**src/shared/cmr_pkg.sv**
```systemverilog
// Constants for the core register and mode block: register map, field
// positions, reset values and the mode state encoding.
// Assumes one core clock domain and a synchronous active-high reset.
package cmr_pkg;

    localparam int XLEN      = 32;
    localparam int GPR_CNT   = 13;
    localparam int EXC_W     = 9;
    localparam int PRIO_BITS = 9;
    localparam int FLAG_W    = 5;
    localparam int EXEC_W    = 8;
    localparam int AW        = 8;

    // Core register indices on the core-side ports.
    localparam logic [3:0] IDX_SP      = 4'hd;
    localparam logic [3:0] IDX_LR      = 4'he;
    localparam logic [3:0] IDX_PC      = 4'hf;
    localparam logic [3:0] IDX_HI_LOW  = 4'h8;
    localparam logic [3:0] IDX_HI_HIGH = 4'hc;

    // Register bus byte offsets; 0x00 to 0x3c are the sixteen core registers.
    localparam logic [AW-1:0] OFS_CORE_LAST = 8'h3c;
    localparam logic [AW-1:0] OFS_PSW       = 8'h40;
    localparam logic [AW-1:0] OFS_FLAGS     = 8'h44;
    localparam logic [AW-1:0] OFS_EXCNUM    = 8'h48;
    localparam logic [AW-1:0] OFS_EXEC      = 8'h4c;
    localparam logic [AW-1:0] OFS_MASKALL   = 8'h50;
    localparam logic [AW-1:0] OFS_FLTMASK   = 8'h54;
    localparam logic [AW-1:0] OFS_PRIOTHR   = 8'h58;
    localparam logic [AW-1:0] OFS_CTRL      = 8'h5c;
    localparam logic [AW-1:0] OFS_MSP       = 8'h60;
    localparam logic [AW-1:0] OFS_PSP       = 8'h64;

    // Program status word field positions.
    localparam int PSW_FLAG_LSB = 27;
    localparam int PSW_FLAG_MSB = 31;
    localparam int PSW_ITH_LSB  = 25;
    localparam int PSW_ITH_MSB  = 26;
    localparam int PSW_TBIT     = 24;
    localparam int PSW_ITL_LSB  = 10;
    localparam int PSW_ITL_MSB  = 15;
    localparam int PSW_EXC_MSB  = 8;
    localparam int EXEC_ITL_W   = 6;

    // Mode control bits.
    localparam int CTL_USER = 0;
    localparam int CTL_ALT  = 1;

    localparam logic [EXC_W-1:0] EXC_NONE = 9'h000;
    localparam logic [EXC_W-1:0] EXC_NMI  = 9'h002;
    localparam logic [EXC_W-1:0] EXC_HARD = 9'h003;

    // A 32-bit encoding starts with a halfword whose top bits are 111 and
    // whose next two bits are not 00.
    localparam logic [2:0] WIDE_PFX  = 3'h7;
    localparam logic [1:0] WIDE_NOT  = 2'h0;

    // Bit-band alias window and the SRAM region it maps onto.
    localparam logic [XLEN-1:0] BB_ALIAS_BASE = 32'h2200_0000;
    localparam logic [XLEN-1:0] BB_ALIAS_MASK = 32'hfe00_0000;
    localparam logic [XLEN-1:0] BB_SRAM_BASE  = 32'h2000_0000;

    localparam int MODE_USR_BIT = 1;
    localparam int MODE_HND_BIT = 2;

    typedef enum logic [2:0] {
        MODE_PRIV_THREAD = 3'h1,
        MODE_USER_THREAD = 3'h2,
        MODE_PRIV_HANDLER = 3'h4
    } cmr_mode_t;

    typedef enum logic [2:0] {
        FLT_NONE  = 3'h0,
        FLT_PRIV  = 3'h1,
        FLT_TBIT  = 3'h2,
        FLT_HIREG = 3'h3
    } cmr_fault_t;

endpackage : cmr_pkg

```
**src/hw/cmr_core_regs.sv**
```systemverilog
// Core register file and privilege/mode state of a 32-bit embedded core.
// Assumes the pipeline drives the core-side ports from the same clock and
// that software reaches the special registers over the plain register port.
//
// Functional notes
// - Handler mode exists only at privileged level.
// - User access to special registers faults.
// - Handler mode during exceptions, thread otherwise.
// - Sixteen 32-bit core registers.
// - Narrow instructions cannot always reach high registers.
// - Process stack only in user thread.
// - Stack pointer low two bits forced zero.
// - Subroutine call stores return address in link.
// - Instruction pointer bit zero forced zero.
// - Status word built from three parts.
// - Result flags in top five bits.
// - Active exception number in low nine bits.
// - Continuation state at bits 10-15, 25-26.
// - Bit 24 stays one; clearing attempt faults.
// - Mask-all passes only NMI and hard fault.
// - Fault mask passes only NMI.
// - Priority threshold blocks equal or lower urgency.
// - Control bit 0 selects user thread.
// - Control bit 1 selects alternate stack.
// - Mixed 16/32-bit encodings; no legacy set.
// - Bit-band alias gives atomic SRAM bit access.
`timescale 1ns/100ps

module cmr_core_regs
    import cmr_pkg::*;
#(
    parameter int PRIO_W = PRIO_BITS
)
(
    input  wire logic              i_ref_clk,
    input  wire logic              i_srst,
    input  wire logic [AW-1:0]     i_reg_addr,
    input  wire logic [XLEN-1:0]   i_reg_wdata,
    input  wire logic              i_reg_wr,
    input  wire logic              i_reg_rd,
    output logic      [XLEN-1:0]   o_reg_rdata,
    input  wire logic              i_rf_rd,
    input  wire logic [3:0]        i_rf_raddr,
    output logic      [XLEN-1:0]   o_rf_rdata,
    input  wire logic              i_rf_we,
    input  wire logic [3:0]        i_rf_waddr,
    input  wire logic [XLEN-1:0]   i_rf_wdata,
    input  wire logic              i_rf_narrow,
    input  wire logic              i_rf_hi_ok,
    input  wire logic              i_call,
    input  wire logic [XLEN-1:0]   i_call_ret,
    input  wire logic              i_pc_load,
    input  wire logic [XLEN-1:0]   i_pc_next,
    input  wire logic              i_pc_interwork,
    input  wire logic              i_flags_we,
    input  wire logic [FLAG_W-1:0] i_flags,
    input  wire logic              i_exec_we,
    input  wire logic [EXEC_W-1:0] i_exec_state,
    input  wire logic              i_exc_entry,
    input  wire logic              i_exc_return,
    input  wire logic [EXC_W-1:0]  i_exc_num,
    input  wire logic              i_irq_req,
    input  wire logic [EXC_W-1:0]  i_irq_num,
    input  wire logic [PRIO_W-1:0] i_irq_prio,
    input  wire logic [15:0]       i_fetch_hw,
    input  wire logic [XLEN-1:0]   i_bb_addr,
    output logic      [XLEN-1:0]   o_instr_pointer,
    output logic                   o_handler_mode,
    output logic                   o_user_level,
    output logic                   o_irq_take,
    output logic      [EXC_W-1:0]  o_irq_take_num,
    output logic                   o_fault,
    output logic      [2:0]        o_fault_cause,
    output logic                   o_instr_wide,
    output logic                   o_bb_hit,
    output logic      [XLEN-1:0]   o_bb_word_addr,
    output logic      [4:0]        o_bb_bit
);

    ////////////////////////////////////////////////////////////////////////
    // State.
    cmr_mode_t              mode_q;
    cmr_mode_t              mode_d;
    logic [XLEN-1:0]        gpr_q [GPR_CNT];
    logic [XLEN-1:0]        msp_q;
    logic [XLEN-1:0]        psp_q;
    logic [XLEN-1:0]        lr_q;
    logic [XLEN-1:0]        pc_q;
    logic [FLAG_W-1:0]      flags_q;
    logic [EXEC_W-1:0]      exec_q;
    logic [EXC_W-1:0]       exc_q;
    logic                   maskall_q;
    logic                   fltmask_q;
    logic [PRIO_W-1:0]      prio_thr_q;
    logic [1:0]             ctrl_q;
    logic [XLEN-1:0]        reg_rdata_q;
    logic [XLEN-1:0]        rf_rdata_q;
    logic                   irq_take_q;
    logic [EXC_W-1:0]       irq_take_num_q;
    logic                   fault_q;
    cmr_fault_t             fault_cause_q;
    logic                   wide_q;
    logic                   bb_hit_q;
    logic [XLEN-1:0]        bb_word_q;
    logic [4:0]             bb_bit_q;

    ////////////////////////////////////////////////////////////////////////
    // Mode and privilege.
    wire is_handler = mode_q[MODE_HND_BIT];
    wire is_user    = mode_q[MODE_USR_BIT];
    // The process stack serves as SP only for user thread code; privileged
    // code always works on the main stack so a corrupt task stack cannot
    // take down the kernel.
    wire use_psp    = is_user & ctrl_q[CTL_ALT];

    ////////////////////////////////////////////////////////////////////////
    // Register bus decode.
    wire addr_core  = (i_reg_addr <= OFS_CORE_LAST);
    wire [3:0] addr_idx = i_reg_addr[5:2];
    wire hit_psw    = (i_reg_addr == OFS_PSW);
    wire hit_flags  = (i_reg_addr == OFS_FLAGS);
    wire hit_excnum = (i_reg_addr == OFS_EXCNUM);
    wire hit_exec   = (i_reg_addr == OFS_EXEC);
    wire hit_mall   = (i_reg_addr == OFS_MASKALL);
    wire hit_fmask  = (i_reg_addr == OFS_FLTMASK);
    wire hit_prio   = (i_reg_addr == OFS_PRIOTHR);
    wire hit_ctrl   = (i_reg_addr == OFS_CTRL);
    wire hit_msp    = (i_reg_addr == OFS_MSP);
    wire hit_psp    = (i_reg_addr == OFS_PSP);
    wire hit_spec   = hit_psw | hit_excnum | hit_exec | hit_mall | hit_fmask
                    | hit_prio | hit_ctrl | hit_msp | hit_psp;

    // User code may touch core registers and the result flags only.
    wire priv_viol  = is_user & hit_spec & (i_reg_wr | i_reg_rd);
    wire spec_wr    = i_reg_wr & ~is_user;
    wire exec_wr    = spec_wr & (hit_psw | hit_exec);
    wire tbit_clear = exec_wr & ~i_reg_wdata[PSW_TBIT];
    // A branch that asks for the legacy full-width set faults, but the PC still loads.
    wire iw_clear   = i_pc_load & i_pc_interwork & ~i_pc_next[0];
    wire bus_core_wr = i_reg_wr & addr_core;

    ////////////////////////////////////////////////////////////////////////
    // Core-side port checks.
    wire rd_hi  = (i_rf_raddr >= IDX_HI_LOW) & (i_rf_raddr <= IDX_HI_HIGH);
    wire wr_hi  = (i_rf_waddr >= IDX_HI_LOW) & (i_rf_waddr <= IDX_HI_HIGH);
    wire hi_bad_rd = i_rf_rd & i_rf_narrow & ~i_rf_hi_ok & rd_hi;
    wire hi_bad_wr = i_rf_we & i_rf_narrow & ~i_rf_hi_ok & wr_hi;
    wire core_wr   = i_rf_we & ~hi_bad_wr;

    ////////////////////////////////////////////////////////////////////////
    // Program status word, assembled from its three parts.
    logic [XLEN-1:0] psw_w;
    always_comb
    begin
        psw_w = '0;
        psw_w[PSW_FLAG_MSB:PSW_FLAG_LSB] = flags_q;
        psw_w[PSW_ITH_MSB:PSW_ITH_LSB] = exec_q[EXEC_W-1:EXEC_ITL_W];
        psw_w[PSW_TBIT]                  = 1'b1;
        psw_w[PSW_ITL_MSB:PSW_ITL_LSB]   = exec_q[EXEC_ITL_W-1:0];
        psw_w[PSW_EXC_MSB:0]             = exc_q;
    end

    wire [XLEN-1:0] psw_flags_v = psw_w & {{FLAG_W{1'b1}},
                                           {(XLEN-FLAG_W){1'b0}}};
    wire [XLEN-1:0] psw_exc_v   = {{(XLEN-EXC_W){1'b0}}, exc_q};
    wire [XLEN-1:0] psw_exec_v  = psw_w & ~psw_flags_v & ~psw_exc_v;
    wire [EXEC_W-1:0] bus_exec  = {i_reg_wdata[PSW_ITH_MSB:PSW_ITH_LSB],
                                   i_reg_wdata[PSW_ITL_MSB:PSW_ITL_LSB]};

    ////////////////////////////////////////////////////////////////////////
    // Core register read view.
    function automatic logic [XLEN-1:0] core_view(input logic [3:0] idx);
        logic [XLEN-1:0] v;
        if (idx == IDX_SP)
            v = use_psp ? psp_q : msp_q;
        else if (idx == IDX_LR)
            v = lr_q;
        else if (idx == IDX_PC)
            v = pc_q;
        else
            v = gpr_q[idx];
        return v;
    endfunction : core_view

    wire [XLEN-1:0] spec_view =
          hit_psw    ? psw_w
        : hit_excnum ? psw_exc_v
        : hit_exec   ? psw_exec_v
        : hit_mall   ? {{(XLEN-1){1'b0}}, maskall_q}
        : hit_fmask  ? {{(XLEN-1){1'b0}}, fltmask_q}
        : hit_prio   ? {{(XLEN-PRIO_W){1'b0}}, prio_thr_q}
        : hit_ctrl   ? {{(XLEN-2){1'b0}}, ctrl_q}
        : hit_msp    ? msp_q
        : hit_psp    ? psp_q
        : '0;

    // Unmapped offsets and blocked special reads answer zero.
    wire [XLEN-1:0] bus_view =
          addr_core ? core_view(addr_idx)
        : hit_flags ? psw_flags_v
        : is_user   ? '0
        : spec_view;

    ////////////////////////////////////////////////////////////////////////
    // Stack pointer and link register next values.
    wire sp_core_wr = core_wr & (i_rf_waddr == IDX_SP);
    wire sp_bus_wr  = bus_core_wr & (addr_idx == IDX_SP);
    wire [XLEN-1:0] sp_new = sp_core_wr ? i_rf_wdata : i_reg_wdata;
    wire [XLEN-1:0] sp_aln = {sp_new[XLEN-1:2], 2'b00};
    wire sp_wr     = sp_core_wr | sp_bus_wr;
    wire msp_wr    = (sp_wr & ~use_psp) | (spec_wr & hit_msp);
    wire psp_wr    = (sp_wr & use_psp) | (spec_wr & hit_psp);
    wire [XLEN-1:0] msp_d = sp_wr ? sp_aln : {i_reg_wdata[XLEN-1:2], 2'b00};
    wire [XLEN-1:0] psp_d = msp_d;

    wire [XLEN-1:0] lr_d =
          i_call                            ? i_call_ret
        : (core_wr & (i_rf_waddr == IDX_LR)) ? i_rf_wdata
        : (bus_core_wr & (addr_idx == IDX_LR)) ? i_reg_wdata
        : lr_q;

    wire [XLEN-1:0] pc_src =
          i_pc_load                          ? i_pc_next
        : (core_wr & (i_rf_waddr == IDX_PC)) ? i_rf_wdata
        : (bus_core_wr & (addr_idx == IDX_PC)) ? i_reg_wdata
        : pc_q;
    wire [XLEN-1:0] pc_d = {pc_src[XLEN-1:1], 1'b0};

    ////////////////////////////////////////////////////////////////////////
    // Exception number, control and mode sequencing.
    wire [EXC_W-1:0] exc_d = (i_exc_entry | i_exc_return) ? i_exc_num
                                                          : exc_q;
    wire [1:0] ctrl_w = {i_reg_wdata[CTL_ALT] & ~is_handler,
                         i_reg_wdata[CTL_USER]};
    wire [1:0] ctrl_d = (spec_wr & hit_ctrl) ? ctrl_w : ctrl_q;
    always_comb
    begin
        mode_d = mode_q;
        unique case (mode_q)
            MODE_PRIV_THREAD:
                if (i_exc_entry)
                    mode_d = MODE_PRIV_HANDLER;
                else if (ctrl_d[CTL_USER])
                    mode_d = MODE_USER_THREAD;
            MODE_USER_THREAD:
                if (i_exc_entry)
                    mode_d = MODE_PRIV_HANDLER;
            MODE_PRIV_HANDLER:
                if (i_exc_return & (i_exc_num == EXC_NONE))
                    mode_d = cmr_mode_t'(ctrl_q[CTL_USER] ? MODE_USER_THREAD
                                              : MODE_PRIV_THREAD);
            default:
                mode_d = MODE_PRIV_THREAD;
        endcase
    end

    ////////////////////////////////////////////////////////////////////////
    // Interrupt acceptance against the three masks.
    wire thr_pass  = (prio_thr_q == '0) | (i_irq_prio < prio_thr_q);
    wire irq_ok    = (i_irq_num == EXC_NMI)
                   | ((i_irq_num == EXC_HARD) & ~fltmask_q)
                   | (~fltmask_q & ~maskall_q & thr_pass);

    ////////////////////////////////////////////////////////////////////////
    // Fault reporting.
    wire cmr_fault_t fault_d = cmr_fault_t'(
          priv_viol                ? FLT_PRIV
        : (tbit_clear | iw_clear)  ? FLT_TBIT
        : (hi_bad_rd | hi_bad_wr)  ? FLT_HIREG
        : FLT_NONE);

    ////////////////////////////////////////////////////////////////////////
    // Instruction width and bit-band translation.
    wire wide_d = (i_fetch_hw[15:13] == WIDE_PFX)
                & (i_fetch_hw[12:11] != WIDE_NOT);
    wire bb_hit_d = ((i_bb_addr & BB_ALIAS_MASK) == BB_ALIAS_BASE);
    wire [XLEN-1:0] bb_byte = BB_SRAM_BASE
                            + {7'h00, i_bb_addr[24:0] >> 7};
    wire [XLEN-1:0] bb_word_d = {bb_byte[XLEN-1:2], 2'b00};
    wire [4:0] bb_bit_d = {bb_byte[1:0], i_bb_addr[4:2]};

    ////////////////////////////////////////////////////////////////////////
    // General registers, one write decoder per entry.
    genvar gi;
    generate
        for (gi = 0; gi < GPR_CNT; gi++)
        begin : g_gpr
            localparam logic [3:0] IDX = 4'(gi);
            wire core_hit = core_wr & (i_rf_waddr == IDX);
            wire bus_hit  = bus_core_wr & (addr_idx == IDX);
            always_ff @(posedge i_ref_clk)
            begin
                if (i_srst)
                    gpr_q[gi] <= '0;
                else if (core_hit)
                    gpr_q[gi] <= i_rf_wdata;
                else if (bus_hit)
                    gpr_q[gi] <= i_reg_wdata;
            end
        end
    endgenerate

    ////////////////////////////////////////////////////////////////////////
    // Special registers and mode.
    always_ff @(posedge i_ref_clk)
    begin
        if (i_srst)
        begin
            mode_q     <= MODE_PRIV_THREAD;
            msp_q      <= '0;
            psp_q      <= '0;
            lr_q       <= '0;
            pc_q       <= '0;
            flags_q    <= '0;
            exec_q     <= '0;
            exc_q      <= EXC_NONE;
            maskall_q  <= 1'b0;
            fltmask_q  <= 1'b0;
            prio_thr_q <= '0;
            ctrl_q     <= 2'h0;
        end
        else
        begin
            mode_q <= mode_d;
            if (msp_wr)
                msp_q <= msp_d;
            if (psp_wr)
                psp_q <= psp_d;
            lr_q   <= lr_d;
            pc_q   <= pc_d;
            exc_q  <= exc_d;
            ctrl_q <= ctrl_d;
            if (i_flags_we)
                flags_q <= i_flags;
            else if (i_reg_wr & (hit_flags | (hit_psw & ~is_user)))
                flags_q <= i_reg_wdata[PSW_FLAG_MSB:PSW_FLAG_LSB];
            // A status write that would clear the state bit leaves the execution state; a PSW write still sets flags.
            if (i_exec_we)
                exec_q <= i_exec_state;
            else if (exec_wr & ~tbit_clear)
                exec_q <= bus_exec;
            if (spec_wr & hit_mall)
                maskall_q <= i_reg_wdata[0];
            if (spec_wr & hit_fmask)
                fltmask_q <= i_reg_wdata[0];
            if (spec_wr & hit_prio)
                prio_thr_q <= i_reg_wdata[PRIO_W-1:0];
        end
    end

    ////////////////////////////////////////////////////////////////////////
    // Registered answers.
    always_ff @(posedge i_ref_clk)
    begin
        if (i_srst)
        begin
            reg_rdata_q    <= '0;
            rf_rdata_q     <= '0;
            irq_take_q     <= 1'b0;
            irq_take_num_q <= EXC_NONE;
            fault_q        <= 1'b0;
            fault_cause_q  <= FLT_NONE;
            wide_q         <= 1'b0;
            bb_hit_q       <= 1'b0;
            bb_word_q      <= '0;
            bb_bit_q       <= 5'h00;
        end
        else
        begin
            reg_rdata_q    <= i_reg_rd ? bus_view : '0;
            rf_rdata_q     <= hi_bad_rd ? '0 : core_view(i_rf_raddr);
            irq_take_q     <= i_irq_req & irq_ok;
            irq_take_num_q <= i_irq_num;
            fault_q        <= (fault_d != FLT_NONE);
            fault_cause_q  <= fault_d;
            wide_q         <= wide_d;
            bb_hit_q       <= bb_hit_d;
            bb_word_q      <= bb_word_d;
            bb_bit_q       <= bb_bit_d;
        end
    end

    assign o_reg_rdata    = reg_rdata_q;
    assign o_rf_rdata     = rf_rdata_q;
    assign o_instr_pointer = pc_q;
    assign o_handler_mode = mode_q[MODE_HND_BIT];
    assign o_user_level   = mode_q[MODE_USR_BIT];
    assign o_irq_take     = irq_take_q;
    assign o_irq_take_num = irq_take_num_q;
    assign o_fault        = fault_q;
    assign o_fault_cause  = fault_cause_q;
    assign o_instr_wide   = wide_q;
    assign o_bb_hit       = bb_hit_q;
    assign o_bb_word_addr = bb_word_q;
    assign o_bb_bit       = bb_bit_q;

endmodule : cmr_core_regs

```
**config.mk**
```make
export PLATFORM = sky130hd
export DESIGN_NAME = cmr_core_regs
export DESIGN_NICKNAME = d
export VERILOG_FILES = /design/src/shared/cmr_pkg.sv /design/src/hw/cmr_core_regs.sv
export SDC_FILE = /design/constraint.sdc
export NUM_CORES = 2
export LEC_CHECK = 0
export ABC_CLOCK_PERIOD_IN_PS = 3970
export BUFFER_PORTS_ARGS = -buffer_cell sky130_fd_sc_hd__buf_2
export CORE_UTILIZATION = 40
export DETAILED_ROUTE_END_ITERATION = 6
export PLACE_DENSITY_LB_ADDON = 0.12
export SLEW_MARGIN = 5
export SYNTH_ARGS = -nofsm -noshare
export SYNTH_HDL_FRONTEND = slang
export SYNTH_SLANG_ARGS = --single-unit
```
**constraint.sdc**
```tcl
create_clock -name i_ref_clk -period 3.97 [get_ports i_ref_clk]
set_clock_uncertainty 0.2 [all_clocks]
set_input_delay 0.1985 -clock i_ref_clk [delete_from_list [all_inputs] [get_ports i_ref_clk]]
set_output_delay 0.1985 -clock i_ref_clk [all_outputs]
set_load 0.02 [all_outputs]
```
==> results_dict.tcl <==
set metrics [dict create \
    die_w_um 306 \
    leakage_nw 16.5 \
    drt-initial-drc-count 4219 \
    tritoncts_clock_tree "built" \
    worst_pin_slew_ns 1.17 \
    wl_per_cell_um 33.0 \
    diodes 0 \
    worst_ep_arrival_time_ns 3.71 \
    final_hold_viol_count 0 \
    detailed_routing_iteration_count_for_the_pre_antenna_repair_pass 7 \
    grt_first_pass_wirelength_mm 223 \
    floorplan.die_area_um2 93500 \
    nNetsFinal 3779 \
    worst_hold_path.num_cells 2 \
    violations_in_the_final_reports "design-rule violations" \
    numClockSinks 678 \
    period_minus_slack_ns 3.38 \
    vertical_die_dimension_um 306 \
    ant_nets 0 \
    slew_headroom 0.199 \
    globalRoute.totalOverflow 0 \
    timing.reg2reg.worst_path_depth 7 \
    n_fill_cell 7945 \
    synth_cells 3104 \
    htreeDepth 3 \
    mostFrequentLayoutCells "sky130_fd_sc_hd__a22o_1 (458), sky130_fd_sc_hd__edfxtp_1 (416), sky130_fd_sc_hd__buf_2 (359)" \
    crit_fanout 10 \
    post_placement_worst_setup_slack_ns 0.683 \
    final.hold.worst_slack_ns 0.0293 \
    synthToLayoutAreaGrowth_pct 22.4 \
    cp.required_ns 4.29 \
    ys_types 82 \
    cts_made_buffers 79 \
    fp-row-count 111 \
    cts.path.max_buffers 3 \
    synth_xor_area_frac 0.000474 \
    synth_compound_gate_area_share 0.221 \
    grt_pass1_vias 30400 \
    run_status "finished, violations left" \
    grt_start_max_net_pins 74 \
    synth_top_flop_cell "sky130_fd_sc_hd__edfxtp_1" \
    drt-total-wl_mm 158 \
    synth_warnings 0 \
    proportion_of_synthesized_area_in_mux_cells 0.166 \
    design.core.area_um2 91500 \
    async_flop_share 0 \
    crit_path_end_kind "flop" \
    synth-adder-area-share 0.00271 \
    synthesis.area_per_instance_um2 11.9 \
    layout_commonest_cell "sky130_fd_sc_hd__a22o_1" \
    holdCritPathClass "in -> reg" \
    globalRouteTotalUtil 0.330 \
    setup_ws_ns 0.586 \
    worst_ir_drop_vdd_mv 0.306 \
    finalWeightedCongestion 0.943 \
    drive_gt1_frac 0.278 \
    timing.critical_path.from_type "input port" \
    ys_seq_area_frac 0.480 \
    place.detailed.hpwl_mm 110 \
    clk-insertion-delay-late_ns 0.64 \
    vias 31500 \
    critical_path_class "in -> reg" \
    grt_setup_unrepaired "no" \
    setup_viol_count_final 0 \
    slew_violations 0 \
    cts_root_buf "sky130_fd_sc_hd__clkbuf_16" \
    io_buffers 366 \
    period_share 0.852 \
    clock_pin_slew_reported_for_the_worst_setup_and_hold_paths_after_clock_tree_synthesis_ns 0.06 \
    ioPinCount 399 \
    max_cap_violations 0 \
    netlist_area_um2 36900 \
    yosys_register_bits 678 \
    post-route-util 0.494 \
    number_of_flops_mapped_to_enable_cells_by_yosys 416 \
    multiInputGateArea_um2 17500 \
    post-route-drc-count 2 \
    antenna_found_initial 2 \
    power_density_nw_per_um2 410 \
    synth_top_family_by_area "compound AO/OA/AOI/OAI gates" \
    start_util 0.403 \
    seqCellArea_um2 17700 \
    max_fclk_mhz 295 \
    synthSimpleGateAreaFrac 0.0723 \
    route.detailed.vias_per_inst 6.60 \
]
## per-stage QoR
step	std cells	instance area [um^2]	total power [W]	setup TNS [ns]
3_3_place_gp	4378	40000	0.0108	0
5_1_grt	4771	45200	0.0190	0
4_1_cts	4771	45200	0.0185	0
2_1_floorplan	3120	37000	0.00969	-2.79
6_report	4771	45200	0.0185	0
3_5_place_dp	4378	40000	0.0108	0
## layout make-up
cell class                      instances  share of cell area
Inverter                               58             0.00482
Tap cell                             1186              0.0329
Sequential cell                       678               0.393
Clock inverter                         37             0.00839
Timing Repair Buffer                  763               0.124
Clock buffer                          106              0.0496
Multi-Input combinational cell       1943               0.387
## registers in the layout, indices dropped and copies added (netlist names), 2 cells and up
name             cells
msp_q               30
o_bb_word_addr      17
o_rf_rdata          32
o_bb_bit             5
lr_q                32
flags_q              5
ctrl_q               2
gpr_q              416
o_instr_pointer     31
exec_q               8
exc_q                9
psp_q               30
o_fault_cause        2
prio_thr_q           9
o_reg_rdata         32
o_irq_take_num       9
mode_q               3
## power by group
group	switching, W	internal, W
Sequential	0.000269	0.00788
Combinational	0.00170	0.00111
Clock	0.00314	0.00442
Total	0.00511	0.0134
## Yosys cell counts, types with 4 or more instances
library cell,n,area share
sky130_fd_sc_hd__nor4b_1,5,0.0012
sky130_fd_sc_hd__nand2_1,108,0.011
sky130_fd_sc_hd__nor2b_1,92,0.016
sky130_fd_sc_hd__buf_2,94,0.013
sky130_fd_sc_hd__mux4_2,188,0.11
sky130_fd_sc_hd__inv_1,56,0.0057
sky130_fd_sc_hd__or2_2,4,0.00068
sky130_fd_sc_hd__a22o_1,458,0.11
sky130_fd_sc_hd__a221o_1,11,0.0030
sky130_fd_sc_hd__a2111oi_0,36,0.0085
sky130_fd_sc_hd__buf_4,28,0.0057
sky130_fd_sc_hd__mux2i_1,134,0.036
sky130_fd_sc_hd__a31oi_1,6,0.0010
sky130_fd_sc_hd__o211ai_1,6,0.0012
sky130_fd_sc_hd__mux2_2,48,0.015
sky130_fd_sc_hd__a311oi_1,6,0.0014
sky130_fd_sc_hd__a22oi_1,23,0.0047
sky130_fd_sc_hd__nor3_1,32,0.0043
sky130_fd_sc_hd__nor3_2,4,0.0011
sky130_fd_sc_hd__nor2_1,139,0.014
sky130_fd_sc_hd__ha_1,8,0.0027
sky130_fd_sc_hd__a211oi_1,132,0.027
sky130_fd_sc_hd__nor4_1,9,0.0015
sky130_fd_sc_hd__a222oi_1,6,0.0016
sky130_fd_sc_hd__a32o_1,10,0.0027
sky130_fd_sc_hd__edfxtp_1,416,0.34
sky130_fd_sc_hd__o21ai_0,135,0.018
sky130_fd_sc_hd__o221ai_1,7,0.0017
sky130_fd_sc_hd__clkbuf_1,281,0.029
sky130_fd_sc_hd__nand2b_1,16,0.0027
sky130_fd_sc_hd__nor3b_1,4,0.00081
sky130_fd_sc_hd__dfxtp_1,262,0.14
sky130_fd_sc_hd__buf_1,36,0.0037
sky130_fd_sc_hd__nand4_1,6,0.0010
sky130_fd_sc_hd__a221oi_1,16,0.0038
sky130_fd_sc_hd__nand3_1,70,0.0095
sky130_fd_sc_hd__a21oi_1,58,0.0079
sky130_fd_sc_hd__o221a_2,62,0.019
sky130_fd_sc_hd__o22ai_1,22,0.0037
## worst paths after layout
check,start,slack [ns],end
hold / removal,i_rf_wdata[28],0.03,gpr_q[8][28]$_SDFFCE_PN0P_
hold reg to reg,prio_thr_q[8]$_SDFFE_PP0P_,0.28,prio_thr_q[8]$_SDFFE_PP0P_
setup reg to reg,mode_q[1]$_SDFFE_PP0P_,0.63,psp_q[12]$_SDFFE_PP0P_
setup / recovery,i_reg_addr[7],0.59,o_fault_cause[0]$_SDFF_PP0_
## cell families (layout without fill, tap and decap cells)
logic type      after synthesis  in the layout
flops                       678            678
compound gates             1025           1025
simple gates                521            521
fa+ha+maj                     8              8
mux                         370            370
other cells                   1             17
buf+inv                     499            964
xor+xnor                      2              2
## worst max-delay path, stage by stage
cell                            delay (ns)
sky130_fd_sc_hd__dlygate4sd3_1        0.54
sky130_fd_sc_hd__buf_2                0.19
sky130_fd_sc_hd__or4b_4               0.54
sky130_fd_sc_hd__nor3_2               0.69
sky130_fd_sc_hd__nand2_1              0.12
sky130_fd_sc_hd__o221ai_1             0.20
sky130_fd_sc_hd__dlygate4sd3_1        0.57
sky130_fd_sc_hd__a21oi_1              0.06
sky130_fd_sc_hd__dlygate4sd3_1        0.59
## layer usage
layer,track usage,up-vias,wire length [um]
met1,0.474,16000,66800
met2,0.492,2040,68400
met5,0,-,0
met4,0.0957,0,4490
li1,-,13200,-
met3,0.0805,242,17900
## what timing repair did
item / CTS / global route
hold buffers: 250 / 0
gates resized for setup: 0 / 0
endpoints found under the hold margin: 222 / 0
setup buffers: 0 / 0
endpoints found under the setup margin: 0 / 0
Note: power is estimated with default switching activity, not from simulation.
